File: src/hdl/hpp_pkg.sv
// Operation
// - bus master drives shared data on writes, addressed slave drives it on reads
// - host port enabled: sixteen shared pins become tri-state host data lines
// - effective host select is the OR of both select inputs
// - single strobe: direction select plus one data strobe time each access
// - double strobe: separate read and write strobes, sampled as clean inputs
// - strobe active level follows the strobe polarity select pin
// - dual strobe select pin chooses single or separate strobe operation
// - single request: one request output, programmable polarity, driven or open-drain
// - double request: transmit and receive requests, each polarity and drive style
// - single request mode: host acknowledge sampled with programmable polarity
// - width select pin places host port in 8-bit or 16-bit mode
// - top three data bits carry data only in wide bus only mode
// - dedicated shared signals carry no data while the host port is enabled
// - driver of data sets each byte's parity for odd ones over its lane; host read data on lanes 4 and 5 goes out with no parity driven
// - host disabled: 64-bit system data; enabled: low word alone, 32-bit
// - every byte lane has its own odd parity pin set by driver; the port drives no parity on lanes 4 to 7 while the host port is enabled
`default_nettype none

package hpp_pkg;

  // ==========================================================
  // pin map of the shared upper data word
  localparam int SYS_W = 64;
  localparam int LANES = 8;
  localparam int LOW_W = 32;
  localparam int HOST_DATA_LSB = 32;
  localparam int HOST_ADDR_LSB = 48;
  localparam int PIN_SEL1 = 52;
  localparam int PIN_DIR = 53;
  localparam int PIN_STROBE = 54;
  localparam int PIN_REQ = 55;
  localparam int PIN_ACK = 56;
  localparam int PIN_STROBE_POL = 57;
  localparam int PIN_DUAL = 58;
  localparam int PIN_NARROW = 59;
  localparam int PIN_SEL2 = 60;
  localparam int TOP_LSB = 61;
  localparam int HOST_LANE_FIRST = 4;

  // ==========================================================
  // register offsets (byte addresses) and fields
  localparam logic [7:0] REG_CTRL = 8'h00;
  localparam logic [7:0] REG_STATUS = 8'h04;
  localparam logic [7:0] REG_TXDATA = 8'h08;
  localparam logic [7:0] REG_RXDATA = 8'h0c;
  localparam int CTRL_HOST_EN = 0;
  localparam int CTRL_WIDE_ONLY = 1;
  localparam int CTRL_REQ_POL = 2;
  localparam int CTRL_REQ_OD = 3;
  localparam int CTRL_DOUBLE_REQ = 4;
  localparam int CTRL_ACK_POL = 5;
  localparam int CTRL_W = 6;
  localparam logic [5:0] CTRL_RESET = 6'h00;
  localparam int ST_TXFULL = 0;
  localparam int ST_RXFULL = 1;
  localparam int ST_ACKSEEN = 2;
  localparam int ST_BUSREQ = 3;
  localparam int ST_STROBE_POL = 4;
  localparam int ST_DUAL = 5;
  localparam int ST_NARROW = 6;
  localparam int ST_PARERR_LSB = 8;
  localparam int RX_ADDR_LSB = 16;
  localparam logic [3:0] HOST_REG_TX = 4'h0;

  // ==========================================================
  // types
  typedef struct packed {
    logic [SYS_W-1:0] data;
    logic [LANES-1:0] parity;
  } hpp_pins_type;

  typedef enum logic [2:0] {
    HPP_IDLE = 3'b001,
    HPP_READ = 3'b010,
    HPP_WRITE = 3'b100
  } hpp_host_state_type;

endpackage

`default_nettype wire

File: src/hdl/hpp_pin_port.sv
`default_nettype none

module hpp_pin_port (
  input wire logic sys_clk,
  input wire logic rst,
  // classic wishbone slave
  input wire logic wb_cyc_i,
  input wire logic wb_stb_i,
  input wire logic wb_we_i,
  input wire logic [7:0] wb_adr_i,
  input wire logic [3:0] wb_sel_i,
  input wire logic [31:0] wb_dat_i,
  output logic [31:0] wb_dat_o,
  output logic wb_ack_o,
  // shared data and parity pins
  input wire hpp_pkg::hpp_pins_type pinIn,
  output hpp_pkg::hpp_pins_type pinOut,
  output hpp_pkg::hpp_pins_type pinOe,
  input wire logic extBusRequestSecondPin,
  // internal system bus side
  input wire logic [63:0] sysWriteData,
  input wire logic sysDriveEnable,
  input wire logic sysCapture,
  output logic [63:0] sysReadData,
  output logic busRequestSecond,
  output logic hostPortEnabled
);
  import hpp_pkg::*;

  typedef struct packed {
    hpp_pins_type syncFirst;
    hpp_pins_type syncSecond;
    logic brFirst;
    logic brSecond;
    hpp_host_state_type state;
    logic [CTRL_W-1:0] ctrl;
    logic [15:0] txData;
    logic txFull;
    logic [15:0] rxData;
    logic [3:0] rxAddr;
    logic rxFull;
    logic ackPrev;
    logic ackSeen;
    logic [LANES-1:0] parErr;
    logic [15:0] hostOut;
    logic hostOe;
    hpp_pins_type busOut;
    hpp_pins_type busOe;
    logic [63:0] readData;
    logic wbAck;
    logic [31:0] wbData;
  } hpp_state_type;

  hpp_state_type s;
  hpp_state_type next_s;

  // ==========================================================
  // combinational view of the synchronised pins
  hpp_pins_type p;
  logic hostEn;
  logic wideOnly;
  logic select;
  logic strobePol;
  logic dual;
  logic narrow;
  logic rdStrobe;
  logic wrStrobe;
  logic txReq;
  logic rxReq;
  logic reqSingle;
  logic ackActive;
  logic wbReq;
  logic wbWrite;
  logic wbRead;
  logic [31:0] statusWord;
  logic [15:0] hostStatus;

  always_comb begin
    p = s.syncSecond;
    hostEn = s.ctrl[CTRL_HOST_EN];
    wideOnly = s.ctrl[CTRL_WIDE_ONLY];
    select = p.data[PIN_SEL1] | p.data[PIN_SEL2];
    strobePol = p.data[PIN_STROBE_POL];
    dual = p.data[PIN_DUAL];
    narrow = p.data[PIN_NARROW];
    if (dual) begin
      rdStrobe = (p.data[PIN_DIR] == strobePol);
      wrStrobe = (p.data[PIN_STROBE] == strobePol);
    end else begin
      rdStrobe = (p.data[PIN_STROBE] == strobePol) & p.data[PIN_DIR];
      wrStrobe = (p.data[PIN_STROBE] == strobePol) & ~p.data[PIN_DIR];
    end
    txReq = s.txFull;
    rxReq = ~s.rxFull;
    reqSingle = txReq | rxReq;
    ackActive = (p.data[PIN_ACK] == s.ctrl[CTRL_ACK_POL]);
    wbReq = wb_cyc_i & wb_stb_i & ~s.wbAck;
    wbWrite = wbReq & wb_we_i;
    wbRead = wbReq & ~wb_we_i;
    statusWord = 32'h0;
    statusWord[ST_TXFULL] = s.txFull;
    statusWord[ST_RXFULL] = s.rxFull;
    statusWord[ST_ACKSEEN] = s.ackSeen;
    statusWord[ST_BUSREQ] = s.brSecond;
    statusWord[ST_STROBE_POL] = strobePol;
    statusWord[ST_DUAL] = dual;
    statusWord[ST_NARROW] = narrow;
    statusWord[ST_PARERR_LSB +: LANES] = s.parErr;
    hostStatus = statusWord[15:0];
  end

  // ==========================================================
  // next state
  always_comb begin
    next_s = s;
    // pins pass two flops before any logic reads them
    next_s.syncFirst = pinIn;
    next_s.syncSecond = s.syncFirst;
    next_s.brFirst = extBusRequestSecondPin;
    next_s.brSecond = s.brFirst;

    // host access sequencer; a strobe only counts while selected
    case (s.state)
      HPP_IDLE: begin
        if (hostEn && select && rdStrobe) begin
          next_s.state = HPP_READ;
          next_s.hostOe = 1'b1;
          if (p.data[HOST_ADDR_LSB +: 4] == HOST_REG_TX) begin
            next_s.hostOut = narrow ? {8'h00, s.txData[7:0]} : s.txData;
            next_s.txFull = 1'b0;
          end else begin
            next_s.hostOut = narrow ? {8'h00, hostStatus[7:0]} : hostStatus;
          end
        end else if (hostEn && select && wrStrobe) begin
          next_s.state = HPP_WRITE;
          next_s.rxData = narrow ? {8'h00, p.data[HOST_DATA_LSB +: 8]} : p.data[HOST_DATA_LSB +: 16];
          next_s.rxAddr = p.data[HOST_ADDR_LSB +: 4];
        end
      end
      HPP_READ: begin
        // release the lines as soon as the strobe or select goes away
        if (!(hostEn && select && rdStrobe)) begin
          next_s.state = HPP_IDLE;
          next_s.hostOe = 1'b0;
        end
      end
      HPP_WRITE: begin
        if (!(hostEn && select && wrStrobe)) begin
          next_s.state = HPP_IDLE;
        end
      end
      default: begin
        next_s.state = HPP_IDLE;
        next_s.hostOe = 1'b0;
      end
    endcase

    // acknowledge only matters with a single request line
    next_s.ackPrev = ackActive;

    // ==========================================================
    // wishbone slave: ack one cycle after the request, data registered
    next_s.wbAck = wbReq;
    next_s.wbData = 32'h0;
    if (wbRead) begin
      case (wb_adr_i)
        REG_CTRL: next_s.wbData = {{(32-CTRL_W){1'b0}}, s.ctrl};
        REG_STATUS: next_s.wbData = statusWord;
        REG_TXDATA: next_s.wbData = {16'h0, s.txData};
        REG_RXDATA: begin
          next_s.wbData = {12'h0, s.rxAddr, s.rxData};
          next_s.rxFull = 1'b0;
        end
        default: next_s.wbData = 32'h0;
      endcase
    end
    if (wbWrite) begin
      case (wb_adr_i)
        REG_CTRL: begin
          if (wb_sel_i[0]) begin
            next_s.ctrl = wb_dat_i[CTRL_W-1:0];
          end
        end
        REG_STATUS: begin
          // write one to clear sticky flags
          if (wb_sel_i[0] && wb_dat_i[ST_ACKSEEN]) begin
            next_s.ackSeen = 1'b0;
          end
          if (wb_sel_i[1]) begin
            next_s.parErr = s.parErr & ~wb_dat_i[ST_PARERR_LSB +: LANES];
          end
        end
        REG_TXDATA: begin
          if (wb_sel_i[0]) begin
            next_s.txData[7:0] = wb_dat_i[7:0];
          end
          if (wb_sel_i[1]) begin
            next_s.txData[15:8] = wb_dat_i[15:8];
          end
          next_s.txFull = 1'b1;
        end
        default: begin
        end
      endcase
    end

    // hardware sets come last so a set in the clearing cycle wins
    if (s.state == HPP_IDLE && hostEn && select && !rdStrobe && wrStrobe) begin
      next_s.rxFull = 1'b1;
    end
    if (hostEn && !s.ctrl[CTRL_DOUBLE_REQ] && ackActive && !s.ackPrev) begin
      next_s.ackSeen = 1'b1;
    end

    // ==========================================================
    // system data pins; undriven bits other than the host data lines are kept at zero so parity stays coherent
    next_s.busOut = '0;
    next_s.busOe = '0;
    for (int i = 0; i < SYS_W; i++) begin
      if (i < LOW_W) begin
        next_s.busOe.data[i] = sysDriveEnable;
      end else if (!hostEn) begin
        next_s.busOe.data[i] = sysDriveEnable & ((i < TOP_LSB) | wideOnly);
      end
      next_s.busOut.data[i] = next_s.busOe.data[i] & sysWriteData[i];
    end
    if (hostEn) begin
      // other upper pins are host inputs or reserved and are never driven
      for (int i = 0; i < 16; i++) begin
        next_s.busOut.data[HOST_DATA_LSB + i] = next_s.hostOut[i];
        next_s.busOe.data[HOST_DATA_LSB + i] = next_s.hostOe & (~narrow | (i < 8));
      end
      if (s.ctrl[CTRL_DOUBLE_REQ]) begin
        next_s.busOut.data[PIN_REQ] = ~s.ctrl[CTRL_REQ_OD] & (txReq == s.ctrl[CTRL_REQ_POL]);
        next_s.busOe.data[PIN_REQ] = ~s.ctrl[CTRL_REQ_OD] | (txReq != s.ctrl[CTRL_REQ_POL]);
        next_s.busOut.data[PIN_ACK] = ~s.ctrl[CTRL_REQ_OD] & (rxReq == s.ctrl[CTRL_REQ_POL]);
        next_s.busOe.data[PIN_ACK] = ~s.ctrl[CTRL_REQ_OD] | (rxReq != s.ctrl[CTRL_REQ_POL]);
      end else begin
        next_s.busOut.data[PIN_REQ] = ~s.ctrl[CTRL_REQ_OD] & (reqSingle == s.ctrl[CTRL_REQ_POL]);
        next_s.busOe.data[PIN_REQ] = ~s.ctrl[CTRL_REQ_OD] | (reqSingle != s.ctrl[CTRL_REQ_POL]);
      end
    end
    // odd parity per byte lane, driven with the system data; lanes 4 to 7 stay undriven while the host port is enabled
    for (int k = 0; k < LANES; k++) begin
      next_s.busOe.parity[k] = sysDriveEnable & ((k < HOST_LANE_FIRST) | ~hostEn);
      next_s.busOut.parity[k] = next_s.busOe.parity[k] & ~(^next_s.busOut.data[8*k +: 8]);
    end

    // receive side: capture data and check the other driver's parity
    if (sysCapture && !sysDriveEnable) begin
      next_s.readData = p.data;
      if (hostEn) begin
        next_s.readData[SYS_W-1:LOW_W] = '0;
      end else if (!wideOnly) begin
        next_s.readData[SYS_W-1:TOP_LSB] = '0;
      end
      for (int k = 0; k < LANES; k++) begin
        if (((k < HOST_LANE_FIRST) | ~hostEn) && !(^{p.data[8*k +: 8], p.parity[k]})) begin
          next_s.parErr[k] = 1'b1;
        end
      end
    end
  end

  always_ff @(posedge sys_clk or posedge rst) begin
    if (rst) begin
      s <= '0;
      s.state <= HPP_IDLE;
      s.ctrl <= CTRL_RESET;
    end else begin
      s <= next_s;
    end
  end

  // ==========================================================
  // outputs
  assign wb_ack_o = s.wbAck;
  assign wb_dat_o = s.wbData;
  assign pinOut = s.busOut;
  assign pinOe = s.busOe;
  assign sysReadData = s.readData;
  assign busRequestSecond = s.brSecond;
  assign hostPortEnabled = s.ctrl[CTRL_HOST_EN];

endmodule // hpp_pin_port

`default_nettype wire

File: config.mk
export PLATFORM = sky130hd
export DESIGN_NAME = hpp_pin_port
export DESIGN_NICKNAME = d
export VERILOG_FILES = /design/src/hdl/hpp_pkg.sv /design/src/hdl/hpp_pin_port.sv
export SDC_FILE = /design/constraint.sdc
export NUM_CORES = 1
export LEC_CHECK = 0
export BUFFER_PORTS_ARGS = -buffer_cell sky130_fd_sc_hd__buf_2
export CELL_PAD_IN_SITES_DETAIL_PLACEMENT = 0
export CELL_PAD_IN_SITES_GLOBAL_PLACEMENT = 2
export CORE_UTILIZATION = 37
export DETAILED_ROUTE_END_ITERATION = 10
export PLACE_DENSITY_LB_ADDON = 0.2
export SKIP_CTS_REPAIR_TIMING = 1
export SYNTH_ARGS = -nofsm -noshare
export SYNTH_HDL_FRONTEND = slang
export SYNTH_SLANG_ARGS = --single-unit
File: constraint.sdc
create_clock -name sys_clk -period 30.5 [get_ports sys_clk]
set_input_delay 3.05 -clock sys_clk [delete_from_list [all_inputs] [get_ports sys_clk]]
set_output_delay 3.05 -clock sys_clk [all_outputs]
set_load 0.03 [all_outputs]
# After elaboration in Yosys (flattened, before gate mapping)
# Index checks and enable logic that the tools add are counted.
[totals]
ff_bits = 456
input_bits = 188
elab_cells = 259
[classes]
mux = 54
bitwise = 107
n_reduce_logical = 54
eq_ne = 18
[ops]
columns = ["op", "n"]
rows = [
  ["16-bit 2-to-1 mux", 7],
  ["1-bit AND", 84],
  ["20-bit case mux with 4 select lines", 1],
  ["9-bit XOR reduction", 8],
  ["8-bit XOR reduction", 8],
  ["20-bit 2-to-1 mux", 2],
  ["32-bit 2-to-1 mux", 1],
  ["29-bit 2-to-1 mux", 1],
  ["1-bit 2-to-1 mux", 26],
  ["21-bit 2-to-1 mux", 1],
  ["3-bit 2-to-1 mux", 6],
  ["9-bit 2-to-1 mux", 2],
  ["3-bit AND reduction", 6],
  ["17-bit 2-to-1 mux", 1],
  ["8-bit by 4-bit equality test with 1-bit output, second input constant", 2],
  ["1-bit logical AND", 16],
  ["8-bit 2-to-1 mux", 2],
  ["1-bit inverter", 16],
  ["2-bit nonzero test", 5],
  ["3-bit case mux with 3 select lines", 1],
  ["8-bit AND", 1],
  ["8-bit by 3-bit equality test with 1-bit output, second input constant", 1],
  ["1-bit zero test", 8],
  ["8-bit zero test", 1],
  ["other kinds (13)", 26],
]

# Depth between registers and ports, before layout
# Gate-level depths: netlist (run 1).
[logic_depth]
ltp_word = 10
depth_mapped = 10
depth_no_buf = 9

# Least setup slack after synthesis (run 1)
# Ideal clock, no wire load.
[synth_timing]
path_type = "in2reg"
from = "in wb_adr_i[5]"
to = "reg s[290] (netlist bit)"
t_arrival_ns = 4.465
setup_slack_ns = 25.911
cell_stages = 5
setup_time_ns = 0.125
path_cell_list = "nor4_1 nand3_1 nor4b_1 nand2_1 mux2_2"
[synth_via]
elab_chain_cells = 2
[synth_rtl]
columns = ["element", "line", "rtl"]
rows = [
  ["start, declared", "hpp_pin_port.sv:10", "input wire logic [7:0] wb_adr_i,"],
  ["8-bit by 4-bit equality test with 1-bit output", "hpp_pin_port.sv:178", "case (wb_adr_i)"],
  ["3-bit AND reduction (no source line)", "-", ""],
  ["end signal, assigned", "hpp_pin_port.sv:271", "s <= next_s;"],
  ["end, declared", "hpp_pin_port.sv:54", "hpp_state_type s;"],
]
# No other way between the ends.
# A chain may end at the register's enable or synchronous reset.

==> results.tsv, run 1 <==
metric	value	unit
synthAdderAreaFrac	0	%
slowest_delay	0.46	ns
synth_edf_count	0	
fin_tns_setup	0	ns
fin_crit	4.99	ns
postSynthAreaPerCell	12.1	um^2
irDropWorstVdd	0.0489	mV
fin_util	42.9	%
p_leak	9.09	nW
dpl.hpwl	26400	um
synthCells	1335	
first_pass_iters	4	
critPathTopFamily	buffers and inverters	
grt_use_total	16.9	%
vias_per_cell	4.41	
synth_area_leaders	dfrtp_1 (60%), buf_4 (11%), xnor2_1 (5.4%)	
cts_root_buf	clkbuf_16	
die_area	0.0443	mm^2
die_x	211	um
r2r_start	hostPortEnabled	
crit_path_end_kind	register	
fp.coreArea	0.0430	mm^2
synth_mux_area_share	6.15	%
synth_simple_gate_area_share	8.61	%
drv_cap	0	
crit_buf_inv	3	
power_density	66.9	mW/mm^2
final_cell_mix	buf_2 (400), dfrtp_1 (383), nand2_1 (124), xnor2_1 (99), o21ai_0 (74)	
yosysUniqueCellTypes	55	
worstPathRequired	30.92	ns
grt_max_degree	110	
synthArstFlopShare	100	%
yosys_warnings	0	
drt_wl_total	37300	um
syn_area	0.0161	mm^2
grt_pass1_wl	56700	um
start_util	37.4	%
first_global_vias	9464	
startpoint	sysDriveEnable	
fp.dieH	211	um
synth_top_family_by_area	buffers and inverters	
cts_tree	built	
synth-compound-area-share	5.97	%
ys_ff_latch	384	
path_cells	buf_2, nand2_1, inv_1, buf_4, a22o_1, xnor3_1, xnor2_1, nor2_1	
finalWeightedCongestion	0.779	
cts_max_level	2	
timing.final.crit_share	16.4	%
min-delay-start	next_s[351]	
skew	0.0169	ns
synth_seq_area_share	59.7	%
status	complete, no violations	
clock-sinks	384	
fmax	0.200	GHz
crit_fanout	40	
cp_slowest_cell	buf_2	
numPortBuffers	400	
hold_viol	0	
clk_latency	0.57	ns
drtIter0Drc	503	
synth_top_cell_area_share	59.6	%
synth_xor_area_share	6.67	%
area_growth	14.6	%
cts_made_buffers	45	
nets	1705	
crit_path_start_kind	input pin	
grt.overflow.total	0	
rsz0062_at_grt	no	
placementRows	76	
synth_top_cell_by_area	dfrtp_1	
num_vias	9402	
drv_slew	0	
hold_path_class	reg2reg	
ys.flop_type	dfrtp_1	
path_clk_slew	0.05	ns
worstSetupPathType	in2reg	
antenna_found_initial	6	
setup_viol	0	
arrival	5.41	ns
drive_above_1_share	36.4	%
io-pin-count	431	
clock_path_buffers	3	
worstMarginPinSlew	1.05	ns
wl_per_cell	17.5	um
fillCellCount	4219	
postRouteAntennaNets	0	
max-slew-margin-rel	29.9	%
drc	0	
layout_commonest_cell	buf_2	
==> metal layers <==
metal | share of wire [%] | wire, um | vias to the layer above | track usage [%]
li1 | - | - | 4508 | -
met1 | 44 | 16300 | 4561 | 22.3
met2 | 47 | 17500 | 258 | 26.7
met3 | 7.1 | 2660 | 65 | 4.99
met4 | 2.2 | 816 | 10 | 5.42
met5 | 0.19 | 71 | - | 0
==> cell type report <==
class,count,area [um^2],share of cell area (%)
Clock buffer,68,1380,7.51
Antenna cell,1,2.50,0.0136
Multi-Input combinational cell,653,4470,24.2
Inverter,22,90.1,0.489
Sequential cell,384,9610,52.1
Tap cell,585,732,3.97
Clock inverter,7,61.3,0.333
Timing Repair Buffer,411,2080,11.3
==> flip-flops by register name, summed over array words and instances (netlist names) <==
| signal | flops |
|---|---|
| busRequestSecond | 1 |
| dual | 1 |
| hostPortEnabled | 1 |
| hostStatus | 12 |
| next_s | 73 |
| p | 69 |
| pinOe | 7 |
| pinOut | 72 |
| s | 62 |
| sysReadData | 64 |
| txReq | 1 |
| wb_ack_o | 1 |
| wb_dat_o | 20 |
==> Yosys cell counts (all sizes together), types with 9 or more instances <==
cell / instances
a31oi: 9
a21oi: 13
a22o: 13
a22oi: 9
nand2: 124
mux2: 67
nand2b: 11
xnor2: 99
and2: 49
nor3: 12
nand3: 18
clkbuf: 36
inv: 22
mux2i: 10
dfrtp: 383
nor2b: 9
o21ai: 74
nor2: 42
xor2: 21
buf: 251
==> power breakdown <==
| part | switching, mW | total, mW | internal, mW | leakage, nW |
|---|---|---|---|---|
| clock | 0.208 | 0.519 | 0.311 | 0.719 |
| combinational | 0.104 | 0.159 | 0.0555 | 3.61 |
| sequential | 0.0161 | 0.555 | 0.539 | 4.76 |
| total | 0.328 | 1.23 | 0.906 | 9.09 |
==> worst register-to-register path, cell delays in order, from the launching register on <==
cell and delay (ns):
dfrtp_1 0.37, buf_4 0.36, o21a_1 0.31, o31a_1 0.26
nand2_1 0.46, o21ai_0 0.56, a22o_1 0.24, xnor3_1 0.33
xnor2_1 0.14, nor2_1 0.07
==> logic make-up after synthesis <==
kind of cell	count (synthesis)
flops	384
buf+inv	309
simple gates	287
compound gates	150
xor+xnor	121
mux	83
other cells	1
==> worst paths after layout <==
path	cells past startpoint	slack, ns	end
setup / recovery	8	25.51	pinOut[4]
hold / removal	0	0.34	p[34]
setup reg to reg	9	27.26	pinOut[4]
hold reg to reg	0	0.34	p[34]
max in group asynchronous	4	25.56	p[17]
min in group asynchronous	2	2.65	pinOe[3]
==> per-stage QoR <==
| stage | power, mW | hold WS [ns] | worst slack, ns | cells | instance area [um^2] |
|---|---|---|---|---|---|
| 6_report | 1.23 | 0.344 | 25.51 | 2131 | 18400 |
| 5_1_grt | 1.29 | 0.349 | 25.07 | 2130 | 18400 |
| 4_1_cts | 1.26 | 0.345 | 25.38 | 2130 | 18400 |
| 3_5_place_dp | 0.727 | 0.335 | 24.76 | 2055 | 17000 |
| 3_3_place_gp | 0.725 | 0.331 | 24.78 | 2055 | 17000 |
| 2_1_floorplan | 0.702 | 0.331 | 16.78 | 1346 | 16100 |
Note: power is estimated with default switching activity, not from simulation.
==> inputs of run 2 (changes only) <==
ABC_AREA = 1   (was default)
CORE_UTILIZATION = 29   (was 37)
clock period = 4.11 ns   (was 30.5 ns; I/O delays follow)
==> run 2 against run 1 <==
  * Utilization decreased by 6.8 points
  * Via count increased by 13%
  * Cell count up 21%
  * Largest cell class unchanged
  * Total power rose to 7.8 times the previous value
  * Sequential share of layout area is 3.0 points lower
  * Sequential cell count did not move
  * Largest power group is now the clock network
==> results.tsv, run 2 <==
metric	value	unit
setup_viol	0	
first_pass_iters	5	
fillCellCount	5581	
fp.dieH	237	um
fin_crit	2.80	ns
dpl.hpwl	31200	um
fp.coreArea	0.0542	mm^2
status	complete, no violations	
antenna_found_initial	5	
ys_ff_latch	384	
cts_max_level	2	
power_density	492	mW/mm^2
seqCellArea	0.00961	mm^2
cts_tree	built	
place_area	0.0172	mm^2
clk_latency	0.59	ns
placed_cells	2421	
start_util	29.6	%
nets	2035	
yosys_warnings	0	
die_area	0.0562	mm^2
cp_common_cell	nand2_1	
critPathTopFamily	simple AND/OR/NAND/NOR gates	
fmax	0.357	GHz
max-slew-margin-rel	48.3	%
yosysUniqueCellTypes	45	
final_area	0.0196	mm^2
final_cell_mix	buf_2 (400), dfrtp_1 (383), nand2_1 (369), inv_1 (148), o21ai_0 (89)	
grt.overflow.total	0	
pre_cts_ws	1.24	ns
clock_path_buffers	3	
slowest_delay	0.46	ns
postSynthAreaPerCell	10.2	um^2
hold_slack	0.0452	ns
cts_made_buffers	46	
cp_slowest_cell	dfrtp_1	
drv_cap	0	
postRouteAntennaNets	0	
drc	0	
grt_pass1_wl	65300	um
crit_path_end_kind	register	
drtIter0Drc	389	
drv_slew	0	
hold_path_class	in2reg	
syn_area	0.0160	mm^2
timing.final.crit_share	68.1	%
largest_reg_flops	73	
arrival	3.32	ns
synth_edf_count	0	
num_vias	10700	
first_global_vias	10600	
synth_top_cell_by_area	dfrtp_1	
cts_root_buf	clkbuf_16	
ys.flop_type	dfrtp_1	
irDropWorstVdd	0.286	mV
synth_area_leaders	dfrtp_1 (60%), buf_4 (11%), nand2_1 (8.7%)	
io-pin-count	431	
placementRows	85	
multi_input_area	0.00393	mm^2
worstPathRequired	4.63	ns
wl_per_cell	16.7	um
p_total	9.62	mW
fin_util	36.1	%
drive_above_1_share	28.2	%
fin_ws	1.31	ns
worstSetupPathType	reg2reg	
crit_buf_inv	2	
area_growth	22.0	%
drt_wl_total	43100	um
path_cells	nor2_1, nand2_2, inv_2, nand2_1, a21oi_1, nand2_1, nand2_1, nand2_1, nand2_1, inv_1, nand2_1, nand2_1, nand2_1, nand2_1, nand2_1, nand2_1, nor2_1	
fin_tns_setup	0	ns
hold_viol	0	
crit_fanout	22	
p_leak	10.2	nW
path_clk_slew	0.06	ns
grt_use_total	15.4	%
grt_max_degree	112	
synth_top_cell_area_share	59.8	%
synthArstFlopShare	100	%
finalWeightedCongestion	0.760	
clock-sinks	384	
synth_seq_area_share	59.9	%
rsz0062_at_grt	no	
yosysMostFrequentCell	dfrtp_1	
layoutNonFillerInstCount	2582	
worstMarginPinSlew	0.776	ns
synthCells	1575	
crit_path_start_kind	register	
numPortBuffers	400	
die_x	237	um
vias_per_cell	4.13	
layout_commonest_cell	buf_2	
ys_top_cells_by_count	dfrtp_1 (383), nand2_1 (370), buf_4 (240)	
skew	0.0235	ns
run 2: cell type report:
class                   count  area share [%]
diodes                      1          0.0128
clock buffers              64            6.74
clock inverters            22            1.64
inverters                 154            2.97
multi-input cells         770            20.1
flip-flops and latches    384            49.1
well taps                 696            4.45
repair buffers            491            15.0
run 2: layer usage:
metal	part of all wire [%]	up-vias	wire [um]	track usage, %
met3	6.5	74	2800	4.91
li1	-	5197	-	-
met2	46	303	19700	24.3
met4	2.6	10	1130	5.18
met5	0.15	-	64	0
met1	45	5085	19400	19.9
run 2: kinds of logic after synthesis:
kind of cell / after synthesis / synth area share, %
xor+xnor: 84 / 4.59
compound gates: 163 / 6.28
flops: 384 / 59.9
mux: 2 / 0.140
simple gates: 509 / 13.2
other cells: 1 / 0.0234
buf+inv: 432 / 15.9
run 2: worst register-to-register path, cell delays in order (launching register included):
cell     delay (ns)
dfrtp_1        0.46
nor2_1         0.40
nand2_2        0.38
inv_2          0.29
nand2_1        0.08
a21oi_1        0.24
nand2_1        0.09
nand2_1        0.09
nand2_1        0.06
nand2_1        0.13
inv_1          0.07
nand2_1        0.06
nand2_1        0.05
nand2_1        0.06
nand2_1        0.06
nand2_1        0.05
nand2_1        0.04
nor2_1         0.12
run 2: power by group:
group / switching [mW] / internal (mW) / total (mW) / leakage (nW)
Sequential: 0.106 / 3.99 / 4.10 / 4.78
Clock: 1.69 / 2.64 / 4.33 / 0.802
Combinational: 0.799 / 0.397 / 1.20 / 4.66
run 2: path summary, 6_finish.rpt:
path,start,cells past startpoint,end,slack (ns)
max in group asynchronous,rst,4,pinOut[11],2.60
worst max-delay path,p[59],17,pinOut[5],1.31
worst min register to register,next_s[362],0,p[45],0.34
min in group asynchronous,rst,3,next_s[330],0.50
worst min-delay path,sysWriteData[1],3,pinOut[9],0.05
worst max register to register,p[59],17,pinOut[5],1.31
==> inputs of run 3 (changes only) <==
clock period = 2.5 ns   (was 4.11 ns; I/O delays follow)
==> run 3 against run 2 <==
  * Clock power rose by 62%
  * Clock-buffer cell count is 3 higher
  * Non-clock buffer count up 106
  * Hold slack worse by 0.038 ns
  * Combinational power increased by 75%
  * Final area up 5.1%
  * Critical path depth up 1
  * Total power up 65%
  * Sequential share of layout area is 2.4 points lower
  * Wire length is 2.2% higher
  * Critical path type unchanged
  * Highest routed layer unchanged
==> results.tsv, run 3 (synthesis gave the netlist of run 2 again) <==
metric	value	unit
status	complete, no violations	
crit_buf_inv	4	
p_leak	10.7	nW
final_cell_mix	buf_2 (400), dfrtp_1 (381), nand2_1 (369), dlygate4sd3_1 (155), inv_1 (148)	
crit_fanout	21	
fp.dieH	237	um
layout_commonest_cell	buf_2	
fmax	0.457	GHz
hold_viol	0	
irDropWorstVdd	0.462	mV
combPwrFrac	13.2	%
rsz0062_at_grt	no	
pre_cts_ws	0.115	ns
seqPwrFrac	42.5	%
setup_viol	0	
finalWeightedCongestion	0.763	
hold_slack	0.00748	ns
p_total	15.9	mW
io-pin-count	431	
grt_use_met2	24.3	%
area_growth	28.2	%
cts_tree	built	
crit_path_end_kind	register	
place_area	0.0174	mm^2
largest_reg_flops	73	
die_x	237	um
crit_cells	18	
wl_per_cell	16.4	um
reg2regPathDepth	18	
timing.rr.end	pinOut[4]	
arrival	2.64	ns
cts_max_level	2	
top_usage_layer	met2	
antenna_found_initial	9	
grt_max_degree	96	
grt.overflow.total	0	
drtIter0Drc	473	
clock-sinks	384	
fillCellCount	5471	
drv_cap	0	
cts_made_buffers	45	
num_vias	11000	
worstPathRequired	2.95	ns
dpl.hpwl	32000	um
drv_slew	0	
intPower	11.7	mW
drc	0	
power.switching	4.21	mW
swShare	26.5	%
path_cells	nor2_4, buf_4, nand2_2, buf_12, nand2_1, a21boi_0, buf_4, nand2_1, nand3_1, nand2_2, nor2_1, inv_1, nand2_1, nand2_1, nand2_1, nand2_1, nand2_1, nor2_2	
fp.coreArea	0.0542	mm^2
fin_crit	2.19	ns
skew	0.0238	ns
clock_path_buffers	3	
power_density	772	mW/mm^2
grt_use_total	15.5	%
r2r_slack	0.31	ns
postRouteAntennaNets	0	
startpoint	p[57]	
drt_wl_total	44100	um
grt_pass1_wl	65300	um
cp_slowest_cell	dfrtp_2	
nets	2140	
path_clk_slew	0.06	ns
drive_above_1_share	28.0	%
fin_ws	0.314	ns
slowest_delay	0.44	ns
fin_util	37.9	%
first_pass_iters	4	
hold_path_class	in2reg	
first_global_vias	10600	
min_path_cells	3	
use_met1	20.1	%
worstMarginPinSlew	0.830	ns
endpoint	pinOut[4]	
timing.final.crit_share	87.4	%
vias_per_cell	4.09	
cp_common_cell	nand2_1	
grtUsageMet3	4.92	%
clk_latency	0.58	ns
start_util	29.6	%
max-slew-margin-rel	44.7	%
numPortBuffers	400	
clkPwrFrac	44.3	%
r2r_start	p[57]	
placementRows	85	
final_area	0.0206	mm^2
cts_root_buf	clkbuf_16	
worstSetupPathType	reg2reg	
die_area	0.0562	mm^2
crit_path_start_kind	register	
critPathTopFamily	simple AND/OR/NAND/NOR gates	
[run 3: power groups by stage]
stage / Sequential (mW) / Combinational, mW / Clock [mW]
floorplan: 6.82 / 1.62 / 0
global placement: 6.85 / 1.94 / 0
detailed placement: 6.86 / 1.95 / 0
CTS: 6.75 / 1.95 / 7.30
global route: 6.78 / 2.30 / 7.52
finish: 6.74 / 2.10 / 7.03
[run 3: final cells by class]
cell class                      count  area [um^2]  share of cell area [%]
Antenna cell                        3         7.51                  0.0365
Clock buffer                       67         1340                    6.52
Clock inverter                     16          259                    1.26
Inverter                          154          582                    2.83
Multi-Input combinational cell    770         3940                    19.2
Sequential cell                   384         9610                    46.8
Tap cell                          696          871                    4.24
Timing Repair Buffer              597         3940                    19.2
[run 3: worst min path at each step]
stage,from,slack (ns),endpoint
4_1_cts,rst,-0.36,p[13]
3_3_place_gp,rst,0.27,p[13]
3_5_place_dp,rst,0.26,p[13]
5_1_grt,wb_dat_i[0],0.01,hostPortEnabled
6_report,wb_dat_i[0],0.007,hostPortEnabled
2_1_floorplan,extBusRequestSecondPin,0.28,next_s[315]
[run 3: layer usage]
| metal | vias to the layer above | wire [um] |
|---|---|---|
| li1 | 5410 | - |
| met1 | 5162 | 19900 |
| met2 | 328 | 20100 |
| met3 | 70 | 3000 |
| met4 | 10 | 1050 |
| met5 | - | 67 |
[run 3: metrics by stage]
| step | setup TNS [ns] | instances |
|---|---|---|
| 3_5_place_dp | 0 | 2446 |
| 2_1_floorplan | -1116.47 | 1586 |
| 6_report | 0 | 2687 |
| 3_3_place_gp | 0 | 2446 |
| 5_1_grt | 0 | 2687 |
| 4_1_cts | 0 | 2529 |
[run 3: tightest hold or removal path: stages]
cell and delay (ns):
buf_2 0.07, inv_1 0.06, o21ai_0 0.15
